--- src/core/vmc_defs.vh ---
/*
  Constants for the voice message record/play sequencer.
  Assumes inclusion by bare name from the core modules.
*/
`ifndef VMC_DEFS_VH
`define VMC_DEFS_VH

// Clock rate in kHz (250 MHz)
`define VMC_CLK_KHZ        250000
// End-of-message pulse width in microseconds (10-second variant)
`define VMC_EOM_PULSE_US   15625
// Cycles of the end-of-message pulse, at 250 cycles per microsecond (exact product)
`define VMC_EOM_PULSE_CYC  ((`VMC_EOM_PULSE_US * 250) )
// Default sample period in clock cycles
`define VMC_SAMPLE_CYC     39063
// Default memory depth in samples
`define VMC_MEM_DEPTH      64000
// Address width
`define VMC_ADDR_W         16
// Zero address
`define VMC_ADDR_ZERO      16'h0000

`endif

--- src/core/vmc_sync.v ---
/*
  Two-flop synchroniser with falling edge detect on the second stage.
  Assumes an asynchronous pin input and a clock enable shared with the core.
*/
`timescale 1ns/1ps
module vmc_sync (
  // Clock, reset, enable
  input  wire clk_sys_i,
  input  wire nrst_i,
  input  wire ce_i,
  // Pin side
  input  wire pin_i,
  // Synchronised outputs
  output reg  level_o,
  output wire fall_o
);
  reg meta;
  reg prev;

  always @(posedge clk_sys_i or negedge nrst_i) begin
    if (!nrst_i) begin
      meta    <= 1'b1;
      level_o <= 1'b1;
      prev    <= 1'b1;
    end else if (ce_i) begin
      meta    <= pin_i;
      level_o <= meta;
      prev    <= level_o;
    end
  end

  assign fall_o = prev & ~level_o;
endmodule

--- src/core/vmc_core.v ---
/*
  Voice message record/play control sequencer: address counter, marker
  storage, record indicator with end-of-message pulse.
  Assumes active-low control pins from buttons or a host, asynchronous
  to clk_sys_i; the audio path follows the mode and address outputs.
*/
// Overview of operation
// Record request going low starts recording at memory address zero.
// Held record request records until memory is full, then stops.
// Full recording stores marker at last address; power down on release.
// Edge play input falling starts playback at zero; rising edge ignored.
// A full-memory recording plays back the entire memory.
// Playback stops at the marker and powers down on its own.
// Later falling edges on edge play start fresh playback from zero.
// Level play input low starts playback at address zero.
// Level play input released high stops playback at once, powers down.
// Later falling edge on level play starts new playback from zero.
// Record falling edge overrides everything, restarting recording at zero.
// Early record release writes marker at that point and powers down.
// Record indicator is low while recording is in progress.
// Indicator returns high on record release or memory full.
// Reaching marker in playback pulses indicator low for fixed width.
// Address resets at cycle start, steps per sample, playback stops at end.
`timescale 1ns/1ps
`include "vmc_defs.vh"
module vmc_core #(
  parameter ADDR_W     = `VMC_ADDR_W,
  parameter MEM_DEPTH  = `VMC_MEM_DEPTH,
  parameter SAMPLE_CYC = `VMC_SAMPLE_CYC,
  parameter EOM_CYC    = `VMC_EOM_PULSE_CYC
) (
  // Clock, reset, enable
  input  wire              clk_sys_i,
  input  wire              nrst_i,
  input  wire              ce_i,
  // Control pins, active low
  input  wire              record_request_n_i,
  input  wire              play_edge_request_n_i,
  input  wire              play_level_request_n_i,
  // Indicator
  output reg               record_indicator_n_o,
  // Audio path control
  output reg               recording_o,
  output reg               playing_o,
  output reg               powered_down_o,
  output reg  [ADDR_W-1:0] address_o,
  output reg               sample_strobe_o
);
  localparam [3:0] ST_IDLE = 4'b0001;
  localparam [3:0] ST_REC  = 4'b0010;
  localparam [3:0] ST_FULL = 4'b0100;
  localparam [3:0] ST_PLAY = 4'b1000;
  localparam [31:0]       LAST_FULL = MEM_DEPTH - 1;
  localparam [ADDR_W-1:0] LAST_ADDR = LAST_FULL[ADDR_W-1:0];
  localparam [31:0] SAMPLE_LAST = SAMPLE_CYC - 1;
  localparam [31:0] EOM_LAST    = EOM_CYC - 1;

  wire rec_lvl;
  wire rec_fall;
  wire pe_fall;
  wire pl_lvl;
  wire pl_fall;

  vmc_sync u_sync_rec (
    .clk_sys_i (clk_sys_i),
    .nrst_i    (nrst_i),
    .ce_i      (ce_i),
    .pin_i     (record_request_n_i),
    .level_o   (rec_lvl),
    .fall_o    (rec_fall)
  );

  vmc_sync u_sync_pe (
    .clk_sys_i (clk_sys_i),
    .nrst_i    (nrst_i),
    .ce_i      (ce_i),
    .pin_i     (play_edge_request_n_i),
    .level_o   (),
    .fall_o    (pe_fall)
  );

  vmc_sync u_sync_pl (
    .clk_sys_i (clk_sys_i),
    .nrst_i    (nrst_i),
    .ce_i      (ce_i),
    .pin_i     (play_level_request_n_i),
    .level_o   (pl_lvl),
    .fall_o    (pl_fall)
  );

  reg [3:0]        state;
  reg [31:0]       tick_cnt;
  reg [31:0]       eom_cnt;
  reg              eom_pulse;
  reg              level_mode;
  reg              marker_valid;
  reg [ADDR_W-1:0] marker_addr;

  reg [3:0]        next_state;
  reg [ADDR_W-1:0] next_address;
  reg              next_level_mode;
  reg              start_cycle;
  reg              write_marker;
  reg              hit_end;

  wire tick     = (tick_cnt == SAMPLE_LAST);
  wire at_last  = (address_o == LAST_ADDR);
  wire at_mark  = marker_valid && (address_o == marker_addr);

  always @* begin
    next_state      = state;
    next_address    = address_o;
    next_level_mode = level_mode;
    start_cycle     = 1'b0;
    write_marker    = 1'b0;
    hit_end         = 1'b0;
    if (rec_fall) begin
      next_state   = ST_REC;
      next_address = `VMC_ADDR_ZERO;
      start_cycle  = 1'b1;
    end else begin
      case (state)
        ST_REC: begin
          if (rec_lvl) begin
            next_state   = ST_IDLE;
            write_marker = 1'b1;
          end else if (tick && at_last) begin
            next_state   = ST_FULL;
            write_marker = 1'b1;
          end else if (tick) begin
            next_address = address_o + 1'b1;
          end
        end
        ST_FULL: begin
          if (rec_lvl) begin
            next_state = ST_IDLE;
          end
        end
        ST_PLAY: begin
          if (pe_fall) begin
            next_address    = `VMC_ADDR_ZERO;
            next_level_mode = 1'b0;
            start_cycle     = 1'b1;
          end else if (pl_fall) begin
            next_address    = `VMC_ADDR_ZERO;
            next_level_mode = 1'b1;
            start_cycle     = 1'b1;
          end else if (level_mode && pl_lvl) begin
            next_state = ST_IDLE;
          end else if (tick && (at_mark || at_last)) begin
            next_state = ST_IDLE;
            hit_end    = 1'b1;
          end else if (tick) begin
            next_address = address_o + 1'b1;
          end
        end
        default: begin
          if (pe_fall) begin
            next_state      = ST_PLAY;
            next_address    = `VMC_ADDR_ZERO;
            next_level_mode = 1'b0;
            start_cycle     = 1'b1;
          end else if (pl_fall) begin
            next_state      = ST_PLAY;
            next_address    = `VMC_ADDR_ZERO;
            next_level_mode = 1'b1;
            start_cycle     = 1'b1;
          end
        end
      endcase
    end
  end

  // Next values of timers and output flops
  reg [31:0]       next_tick_cnt;
  reg [31:0]       next_eom_cnt;
  reg              next_eom_pulse;
  reg              next_indicator_n;
  reg              next_strobe;
  reg              next_recording;
  reg              next_playing;
  reg              next_powered_down;

  // Sample timer restarts with each cycle
  always @* begin
    if (start_cycle || tick) begin
      next_tick_cnt = 32'h0000_0000;
    end else begin
      next_tick_cnt = tick_cnt + 32'h0000_0001;
    end
  end

  // End-of-message pulse; a new cycle cuts it short
  always @* begin
    next_eom_pulse = eom_pulse;
    next_eom_cnt   = eom_cnt;
    if (hit_end) begin
      next_eom_pulse = 1'b1;
      next_eom_cnt   = 32'h0000_0000;
    end else if (start_cycle) begin
      next_eom_pulse = 1'b0;
    end else if (eom_pulse) begin
      if (eom_cnt == EOM_LAST) begin
        next_eom_pulse = 1'b0;
      end else begin
        next_eom_cnt = eom_cnt + 32'h0000_0001;
      end
    end
  end

  // Indicator low while recording or during the end pulse
  always @* begin
    next_indicator_n = 1'b1;
    if (next_state == ST_REC) begin
      next_indicator_n = 1'b0;
    end else if (hit_end) begin
      next_indicator_n = 1'b0;
    end else if (eom_pulse && !start_cycle && (eom_cnt != EOM_LAST)) begin
      next_indicator_n = 1'b0;
    end
  end

  // Strobe marks the end of each sample period while active
  always @* begin
    next_strobe = 1'b0;
    if (tick && ((state == ST_REC) || (state == ST_PLAY))) begin
      next_strobe = 1'b1;
    end
  end

  // Mode flags follow the state being entered
  always @* begin
    next_recording    = (next_state == ST_REC);
    next_playing      = (next_state == ST_PLAY);
    next_powered_down = (next_state == ST_IDLE);
  end

  // Sequencer state and memory address
  always @(posedge clk_sys_i or negedge nrst_i) begin
    if (!nrst_i) begin
      state      <= ST_IDLE;
      address_o  <= `VMC_ADDR_ZERO;
      level_mode <= 1'b0;
    end else if (ce_i) begin
      state      <= next_state;
      address_o  <= next_address;
      level_mode <= next_level_mode;
    end
  end

  // Sample period timer
  always @(posedge clk_sys_i or negedge nrst_i) begin
    if (!nrst_i) begin
      tick_cnt <= 32'h0000_0000;
    end else if (ce_i) begin
      tick_cnt <= next_tick_cnt;
    end
  end

  // Marker store; a new recording discards the old marker
  always @(posedge clk_sys_i or negedge nrst_i) begin
    if (!nrst_i) begin
      marker_valid <= 1'b0;
      marker_addr  <= `VMC_ADDR_ZERO;
    end else if (ce_i) begin
      if (start_cycle && next_state == ST_REC) begin
        marker_valid <= 1'b0;
      end else if (write_marker) begin
        marker_valid <= 1'b1;
        marker_addr  <= address_o;
      end
    end
  end

  // End pulse timer
  always @(posedge clk_sys_i or negedge nrst_i) begin
    if (!nrst_i) begin
      eom_pulse <= 1'b0;
      eom_cnt   <= 32'h0000_0000;
    end else if (ce_i) begin
      eom_pulse <= next_eom_pulse;
      eom_cnt   <= next_eom_cnt;
    end
  end

  // Output flops
  always @(posedge clk_sys_i or negedge nrst_i) begin
    if (!nrst_i) begin
      record_indicator_n_o <= 1'b1;
      recording_o          <= 1'b0;
      playing_o            <= 1'b0;
      powered_down_o       <= 1'b1;
      sample_strobe_o      <= 1'b0;
    end else if (ce_i) begin
      record_indicator_n_o <= next_indicator_n;
      recording_o          <= next_recording;
      playing_o            <= next_playing;
      powered_down_o       <= next_powered_down;
      sample_strobe_o      <= next_strobe;
    end
  end
endmodule

--- config.mk ---
export PLATFORM = sky130hd
export DESIGN_NAME = vmc_core
export DESIGN_NICKNAME = d
export VERILOG_FILES = /design/src/core/vmc_sync.v /design/src/core/vmc_core.v
export VERILOG_INCLUDE_DIRS = /design/src /design/src/core
export SDC_FILE = /design/constraint.sdc
export NUM_CORES = 1
export LEC_CHECK = 0
export BUFFER_PORTS_ARGS = -buffer_cell sky130_fd_sc_hd__buf_2
export CELL_PAD_IN_SITES_DETAIL_PLACEMENT = 2
export CELL_PAD_IN_SITES_GLOBAL_PLACEMENT = 2
export CORE_MARGIN = 2
export CORE_UTILIZATION = 36
export CTS_CLUSTER_DIAMETER = 30
export DETAILED_ROUTE_END_ITERATION = 12
export GPL_ROUTABILITY_DRIVEN = 0
export PLACE_DENSITY = 0.78
export SETUP_SLACK_MARGIN = 0.3
export SLEW_MARGIN = 20
export SYNTH_ARGS = -nofsm -noshare
export SYNTH_HDL_FRONTEND = slang
export SYNTH_SLANG_ARGS = --single-unit
--- constraint.sdc ---
create_clock -name clk_sys_i -period 2.6 [get_ports clk_sys_i]
set_input_delay 0 -clock clk_sys_i [delete_from_list [all_inputs] [get_ports clk_sys_i]]
set_output_delay 0 -clock clk_sys_i [all_outputs]
set_load 0.1 [all_outputs]
# Yosys cells after proc, flatten, opt, wreduce, memory -nomap -nowiden
# Cells that the tools add are included.
# totals
regBits	117
rom_bits	0
latch_bits	0
input_bits	6
mem_bits_rw	0
mem_count	0
# op_classes
n_eq_ne	18
reduce_logical	22
n_shift	0
n_addsub	3
muxes	53
n_mul	0
div	0
bitwise_logic	9
magnitude_cmp	0
# op_table
operator	n
16-bit 2-to-1 mux	10
32-bit 2-to-1 mux	5
32-bit by 1-bit adder with 32-bit output, second input constant	2
16-bit one-hot mux with 3 select lines	1
4-bit 2-to-1 mux	10
32-bit by 16-bit == test with 1-bit output, second input constant	1
32-bit by 22-bit == test with 1-bit output, second input constant	1
32-bit by 22-bit inequality test with 1-bit output, second input constant	1
1-bit 2-to-1 mux	26
16-bit by 1-bit adder with 16-bit output, second input constant	1
16-bit == test	1
16-bit == test, second input constant	1
4-bit one-hot mux with 3 select lines	1
5-bit inequality test, second input constant	2
4-bit by 2-bit == test with 1-bit output, second input constant	2
4-bit == test, second input constant	2
1-bit logical AND	8
4-bit AND reduction	2
7-bit AND reduction	1
3-bit inequality test, second input constant	2
1-bit NOT	6
2-bit nonzero test	3
5-bit nonzero test	1
4-bit by 1-bit == test with 1-bit output, second input constant	1
other kinds (9)	14

# Depth between registers and ports, before layout
# Gate-level depths: netlist of the first run.
# logic_depth
word_depth	14
mapped_depth	11
ltp_nobuf	9

# Hierarchy
# A second synthesis of the first run with hierarchy kept.
# hier_totals
hier_cells	704
hier_area_um2	6750.2
# modules_own_cells
module	instances	cells_per_inst	area_each_um2
vmc_core	1	683	6393.6
vmc_sync	3	7	118.9

# Worst setup path after synthesis of the first run
# No wires, ideal clock.
# synth_timing
kind	reg-to-reg
start	register address_o[9]
end	register address_o[5]
t_arrival_ns	2.929
synth_period_minus_slack_ns	3.055
setup_slack_ns	-0.455
required_time_ns	2.474
stages_incl_launch_ff	8
path_cell_list	dfrtp_1 clkbuf_1 xnor2_1 nand4_1 or4_1 or4_4 and4b_4 a221o_1
# synth_between
elab_chain_len	6
elab_cells_between_ends	9
cone_classes	4 x eq/ne; 5 x reduce/logical
# synth_rtl
item	line	text
start: declaration	vmc_core.v:46	output reg [ADDR_W-1:0] address_o,
start signal: assignment	vmc_core.v:242	address_o <= `VMC_ADDR_ZERO;
start signal: assignment	vmc_core.v:246	address_o <= next_address;
16-bit == test	vmc_core.v:108	wire at_mark = marker_valid && (address_o == marker_addr);
1-bit logical AND	vmc_core.v:108	
1-bit logical OR	vmc_core.v:150	end else if (tick && (at_mark || at_last)) begin
1-bit logical AND	vmc_core.v:150	
5-bit inequality test (no line)	-	
7-bit AND reduction (no line) *	-	
# Mark *: on every way between the ends. The rest lies on a longest branch, timed or not.
# A chain may end at the register's enable or synchronous reset.

# Final worst setup path of the first run
# layout_timing
start	register tick_cnt[0]
end	register address_o[8]
# layout_between
elab_chain_len	8
elab_cells_between_ends	15
cone_classes	3 x eq/ne; 9 x mux; 3 x reduce/logical
# layout_rtl
item	line	text
start: declaration	vmc_core.v:92	reg [31:0] tick_cnt;
start signal: assignment	vmc_core.v:256	tick_cnt <= next_tick_cnt;
32-bit by 16-bit == test with 1-bit output *	vmc_core.v:106	wire tick = (tick_cnt == SAMPLE_LAST);
16-bit 2-to-1 mux (5 in a row)	-	
16-bit one-hot mux with 3 select lines	-	
16-bit 2-to-1 mux	-	
# Mark *: on every way between the ends. The rest lies on a longest branch, timed or not. The select of a mux whose other input is x is not followed.

==> results of run 1 <==
## area by class of cell
| cell class | count | area (um^2) |
|---|---|---|
| fillers | 1681 | 7470 |
| repair buffers | 182 | 1730 |
| inverters | 18 | 67.6 |
| multi-input cells | 531 | 4840 |
| well taps | 229 | 287 |
| clock inverters | 8 | 120 |
| flip-flops and latches | 117 | 3020 |
| clock buffers | 24 | 502 |
## cell usage after synthesis (all sizes together) (2+ instances only)
library cell  count
mux2             25
nand2b           16
nand4            38
o21ai            20
or4              14
a31oi             3
nor4             18
dfstp            12
nand3            32
nor3b             2
and2              2
a221o             4
nor4b            10
and3             20
nand2            56
a21o              2
nor3             20
or2               4
or3b              2
and4b             2
and4              3
dfrtp           105
o211ai            4
nor2b             5
ha                5
o31a              2
mux2i            12
a21oi            29
clkbuf           21
nor4bb            3
o2bb2ai           4
or3               8
xor2             28
buf               9
xnor2            32
inv              17
a2111oi           2
o31ai            14
nor2             75
## registers in the layout, indices dropped and copies added, names as in the netlist, 4 cells and up
| name | cells |
|---|---|
| address_o | 16 |
| marker_addr | 16 |
| eom_cnt | 32 |
| state | 4 |
| tick_cnt | 32 |
## power groups by stage
stage | clock network [W] | registers [W] | logic (W)
6_report | 0.00268 | 0.00220 | 0.00254
3_3_place_gp | 0 | 0.00211 | 0.00130
4_1_cts | 0.00256 | 0.00211 | 0.00178
3_5_place_dp | 0 | 0.00213 | 0.00136
5_1_grt | 0.00275 | 0.00220 | 0.00262
2_1_floorplan | 0 | 0.00222 | 0.000744
## logic make-up after synthesis
group	synth area share [%]
mux	6.05
flops	44.4
compound gates	9.52
simple gates	28.0
buf+inv	3.19
xor+xnor	7.92
fa+ha+maj	0.943
## worst max-delay path, stage by stage, from the launching register on
cell	delay, ns
dfrtp_1	0.40
inv_2	0.10
ha_4	0.15
nor4b_4	0.27
nand4_1	0.31
buf_4	0.26
buf_6	0.12
nor2_4	0.15
buf_6	0.17
inv_1	0.15
nor4_1	0.56
a221o_1	0.27
## through the flow
| stage | instances | TNS [ns] | utilization (%) |
|---|---|---|---|
| finish | 1109 | -13.94 | 58.6 |
| global route | 1109 | -15.14 | 58.6 |
| CTS | 1050 | 0 | 50.3 |
| detailed placement | 969 | -0.325 | 41.6 |
| global placement | 969 | 0 | 41.6 |
| floorplan | 692 | 0 | - |
## routing by layer
metal	global-route usage, %	routed length, um
met1	34.4	15400
met2	53.8	19300
met3	5.47	2040
met4	11.3	2150
met5	0	0
## final timing paths
path                       cells after the start  slack (ns)                           to                        from
setup / recovery                              11       -0.39     address_o[8]$_DFFE_PN0P_     tick_cnt[0]$_DFFE_PN0P_
hold / removal                                 2        0.15    address_o[11]$_DFFE_PN0P_                      nrst_i
setup reg to reg                              11       -0.39     address_o[8]$_DFFE_PN0P_     tick_cnt[0]$_DFFE_PN0P_
hold reg to reg                                1        0.49   powered_down_o$_DFFE_PN1P_  powered_down_o$_DFFE_PN1P_
max in group asynchronous                      3        1.57  u_sync_rec.meta$_DFFE_PN1P_                      nrst_i
min in group clk_sys_i                         3        0.32  u_sync_rec.meta$_DFFE_PN1P_          record_request_n_i
## what timing repair did
item                                    CTS  global route
gates resized for setup                 100           204
buffers inserted                         39            50
pin swaps                                38            82
endpoints found under the setup margin   76           104
hold buffers                              5             0
hold endpoints to repair                 54             0
gates cloned                              5             9
==> flow_summary.yaml, run 1 <==
power:
  cellPowerDensity_mw_per_mm2: 702
  vdd_drop_max_mv: 0.899
  seqPwrFrac_pct: 29.7
  p_total_w: 0.00741
  power.leakage_nw: 4.40
  p_switching_w: 0.00283
  p_comb_share_pct: 34.2
  power.share.clock_pct: 36.1
  p_sw_share_pct: 38.1
  intPower_w: 0.00459
logic_synthesis:
  synth_flop_cell: "dfrtp_1"
  ys_ff_latch: 117
  ys_warn_count: 0
  async_flop_share_pct: 100
  synth.largest_area_cell: "dfrtp_1"
  synth_edf_count: 0
  netlist_area_mm2: 0.00664
  synth_nets: 703
  ys_top_cells_by_area: "dfrtp_1 40%, dfstp_2 4.8%, mux2_2 4.2%"
  synth.yosys.seq_area_share_pct: 44.4
  syn_area_per_cell_um2: 9.59
  synth_top_area_share_pct: 39.6
  synth_cell_types: 66
  syn_inst: 692
grt:
  grt_usage_pct: 29.6
  antenna_found_initial: 1
  first_global_vias: 7329
  grt_pass1_wl_um: 44400
  overflow: 0
  grt_max_degree: 51
drt:
  via_per_inst: 6.36
  first_iter_violations: 537
  drt-total-wl_um: 38800
  num_vias: 7049
  antenna_left: 0
  wl_per_cell_um: 35.0
  drc: 0
  first_pass_iters: 5
sta:
  fmax_ghz: 0.334
  setup_violations: 75
  rsz0062_at_grt: "yes"
  drv_slew: 0
  whs_ns: 0.149
  relSlewSlack_pct: 37.8
  fin_crit_sh_pct: 115
  fin_skew_ns: 0.0165
  finalHoldViolCount: 0
  worst_pin_slew_ns: 0.930
  setup_slack_ns: -0.392
  min_period_ns: 2.99
placement:
  port_buffers: 26
  post-place-ws_ns: -0.0577
  dpl_cell_area_mm2: 0.00750
  dp_hpwl_um: 14600
finish:
  diodes: 0
  layout_common_cells: "99 x buf_4, 71 x dfrtp_1, 49 x nand2_1"
  mostFrequentLayoutCell: "buf_4"
  drive_above_1_share_pct: 52.2
  syn2layout_area_growth_pct: 59.1
  layout.nets: 878
  design_area_mm2: 0.0106
floorplanning:
  die_y_um: 140
  fp.dieArea_mm2: 0.0195
  core_mm2: 0.0180
  rows: 49
  io_pins: 27
  initial_core_util_pct: 36.8
  die_w_um: 140
worst_setup_path:
  crit_path_end_kind: "flip-flop"
  worstSetupStartpointType: "flip-flop"
  critical_path_class: "flip-flop to flip-flop"
  cp_data_arrival_time_ns: 3.38
  crit_required_ns: 2.99
  critPathMaxFanout: 5
cts:
  clock_latency_ns: 0.46
  cts-root-buf: "clkbuf_16"
  clock_sinks: 117
  clockBufferDepth: 2
  numCtsBuffers: 17
  cts.htree.levels: 4
  cts_tree: "built"
  clkSlewWorstSetupHoldPaths_ns: 0.06
job:
  drv_cap: 0
hold_path:
  hp-class: "primary input to asynchronous set/reset pin"
outcome:
  status: "finished with violations"
  violations: "negative setup slack"
(Power assumes the default switching activity.)
==> run 2, diff against run 1 <==
- PLACE_DENSITY: 0.78 -> not set
- PLACE_DENSITY_LB_ADDON: not set -> 0.1
==> flow_summary.yaml, run 2 (same netlist as run 1, synthesis figures left out) <==
sta:
  setup_slack_ns: -0.309
  fin_crit_sh_pct: 112
  rsz0062_at_grt: "yes"
  fin_skew_ns: 0.0107
  min_period_ns: 2.91
  relSlewSlack_pct: 52.2
  setup_violations: 62
  whs_ns: 0.233
  finalHoldViolCount: 0
  fmax_ghz: 0.344
  drv_slew: 0
  worst_pin_slew_ns: 0.714
cts:
  numCtsBuffers: 17
  clkSlewWorstSetupHoldPaths_ns: 0.07
  cts-root-buf: "clkbuf_16"
  cts.htree.levels: 4
  clock_latency_ns: 0.45
  cts_tree: "built"
  clockBufferDepth: 2
  clock_sinks: 117
grt:
  grt_max_degree: 118
  overflow: 0
  grt_usage_pct: 28.5
  first_global_vias: 7231
  antenna_found_initial: 0
  grt_pass1_wl_um: 43200
floorplanning:
  initial_core_util_pct: 36.8
  rows: 49
  io_pins: 27
  fp.dieArea_mm2: 0.0195
  die_w_um: 140
  core_mm2: 0.0180
  die_y_um: 140
drt:
  antenna_left: 0
  wl_per_cell_um: 31.7
  first_pass_iters: 5
  drc: 0
  first_iter_violations: 446
  drt-total-wl_um: 35100
  via_per_inst: 6.23
  num_vias: 6898
worst_setup_path:
  r2r_start: "tick_cnt[0]$_DFFE_PN0P_"
  rrSetupSlack_ns: -0.31
  crit_path_start: "tick_cnt[0]$_DFFE_PN0P_"
  crit_end: "address_o[8]$_DFFE_PN0P_"
  critical_path_class: "flip-flop to flip-flop"
  r2r-end: "address_o[8]$_DFFE_PN0P_"
  worstSetupStartpointType: "flip-flop"
  crit_required_ns: 2.91
  reg2regPathDepth: 9
  crit_path_end_kind: "flip-flop"
  cp_data_arrival_time_ns: 3.22
  critPathMaxFanout: 5
finish:
  mostFrequentLayoutCell: "buf_4"
  syn2layout_area_growth_pct: 56.6
  layout_common_cells: "105 x buf_4, 70 x dfrtp_1, 50 x nand2_1"
  final_util_pct: 57.7
  seqCellArea_mm2: 0.00302
  drive_above_1_share_pct: 50.7
  layout.nets: 877
  nFillCells: 1696
  largestRegisters: "eom_cnt x32, tick_cnt x32"
  multiInputGateArea_mm2: 0.00475
  diodes: 0
hold_path:
  hp-class: "primary input to asynchronous set/reset pin"
outcome:
  status: "finished with violations"
  violations: "negative setup slack"
power:
  p_total_w: 0.00707
  vdd_drop_max_mv: 0.683
  power.leakage_nw: 4.31
  cellPowerDensity_mw_per_mm2: 680
placement:
  dp_hpwl_um: 15000
  port_buffers: 26
job:
  drv_cap: 0
==> run 2: changes by cell type in the layout (fill, tap and decap cells not counted), moves of 4 or more <==
cell     delta
buf_4       +6
buf_6       -6
or4_1       +5
or4_4       -5
xnor2_1     -5
a21oi_2     -4
nand3_1     -4
o31ai_1     +4
==> run 2: worst min path at each step <==
stage | endpoint | slack (ns) | from
5_1_grt | address_o[11]$_DFFE_PN0P_ | 0.28 | nrst_i
3_3_place_gp | marker_addr[12]$_DFFE_PN0P_ | 0.16 | nrst_i
2_1_floorplan | address_o[13]$_DFFE_PN0P_ | -0.30 | nrst_i
3_5_place_dp | marker_addr[12]$_DFFE_PN0P_ | 0.17 | nrst_i
6_report | marker_addr[11]$_DFFE_PN0P_ | 0.23 | nrst_i
4_1_cts | address_o[0]$_DFFE_PN0P_ | 0.26 | nrst_i
==> run 2: per-stage QoR <==
step / setup WS (ns) / cells / cell area (um^2) / TNS, ns
6_report: -0.309 / 1108 / 10400 / -6.63
2_1_floorplan: 0.000179 / 692 / 6820 / 0
4_1_cts: 0.0377 / 1070 / 9250 / 0
3_5_place_dp: -0.0976 / 978 / 7560 / -0.605
5_1_grt: -0.379 / 1108 / 10400 / -11.72
3_3_place_gp: 0.0345 / 978 / 7560 / 0
==> run 2: repair_timing <==
| action | CTS | global route |
|---|---|---|
| gates resized for setup | 110 | 162 |
| endpoints found under the setup margin | 75 | 105 |
| setup buffers | 49 | 31 |
| hold endpoints to repair | 109 | 0 |
| cloned | 6 | 7 |
| pin swaps | 48 | 69 |
| hold buffers | 5 | 0 |
==> run 2: report_power, final <==
part           total [W]  switching (W)  internal (W)  leakage (nW)
Combinational    0.00236        0.00144      0.000917          2.52
Clock            0.00254       0.000987       0.00155         0.283
Sequential       0.00217       0.000199       0.00197          1.51
==> run 2: layout make-up <==
class	count	share of cell area, %
multi-input combinational	531	45.7
clock buffer	23	4.50
tap	229	2.76
timing repair buffer	181	16.1
inverter	18	0.650
clock inverter	9	1.23
sequential	117	29.0
==> run 2: per-layer routing <==
layer	vias to the layer above	wire length (um)	track usage, %
li1	2887	-	-
met1	3669	13600	35.2
met2	236	18700	49.6
met3	106	1510	5.68
met4	0	1250	10.3
met5	-	0	0
==> run 2: critical path: stages, from the launching register on <==
cell and delay [ns]:
dfrtp_1 0.41, inv_2 0.12, ha_4 0.15, and4b_1 0.24, nand4_1 0.23, or2_4 0.33, buf_6 0.13, or4_4 0.58
and4b_4 0.26, a221o_1 0.32
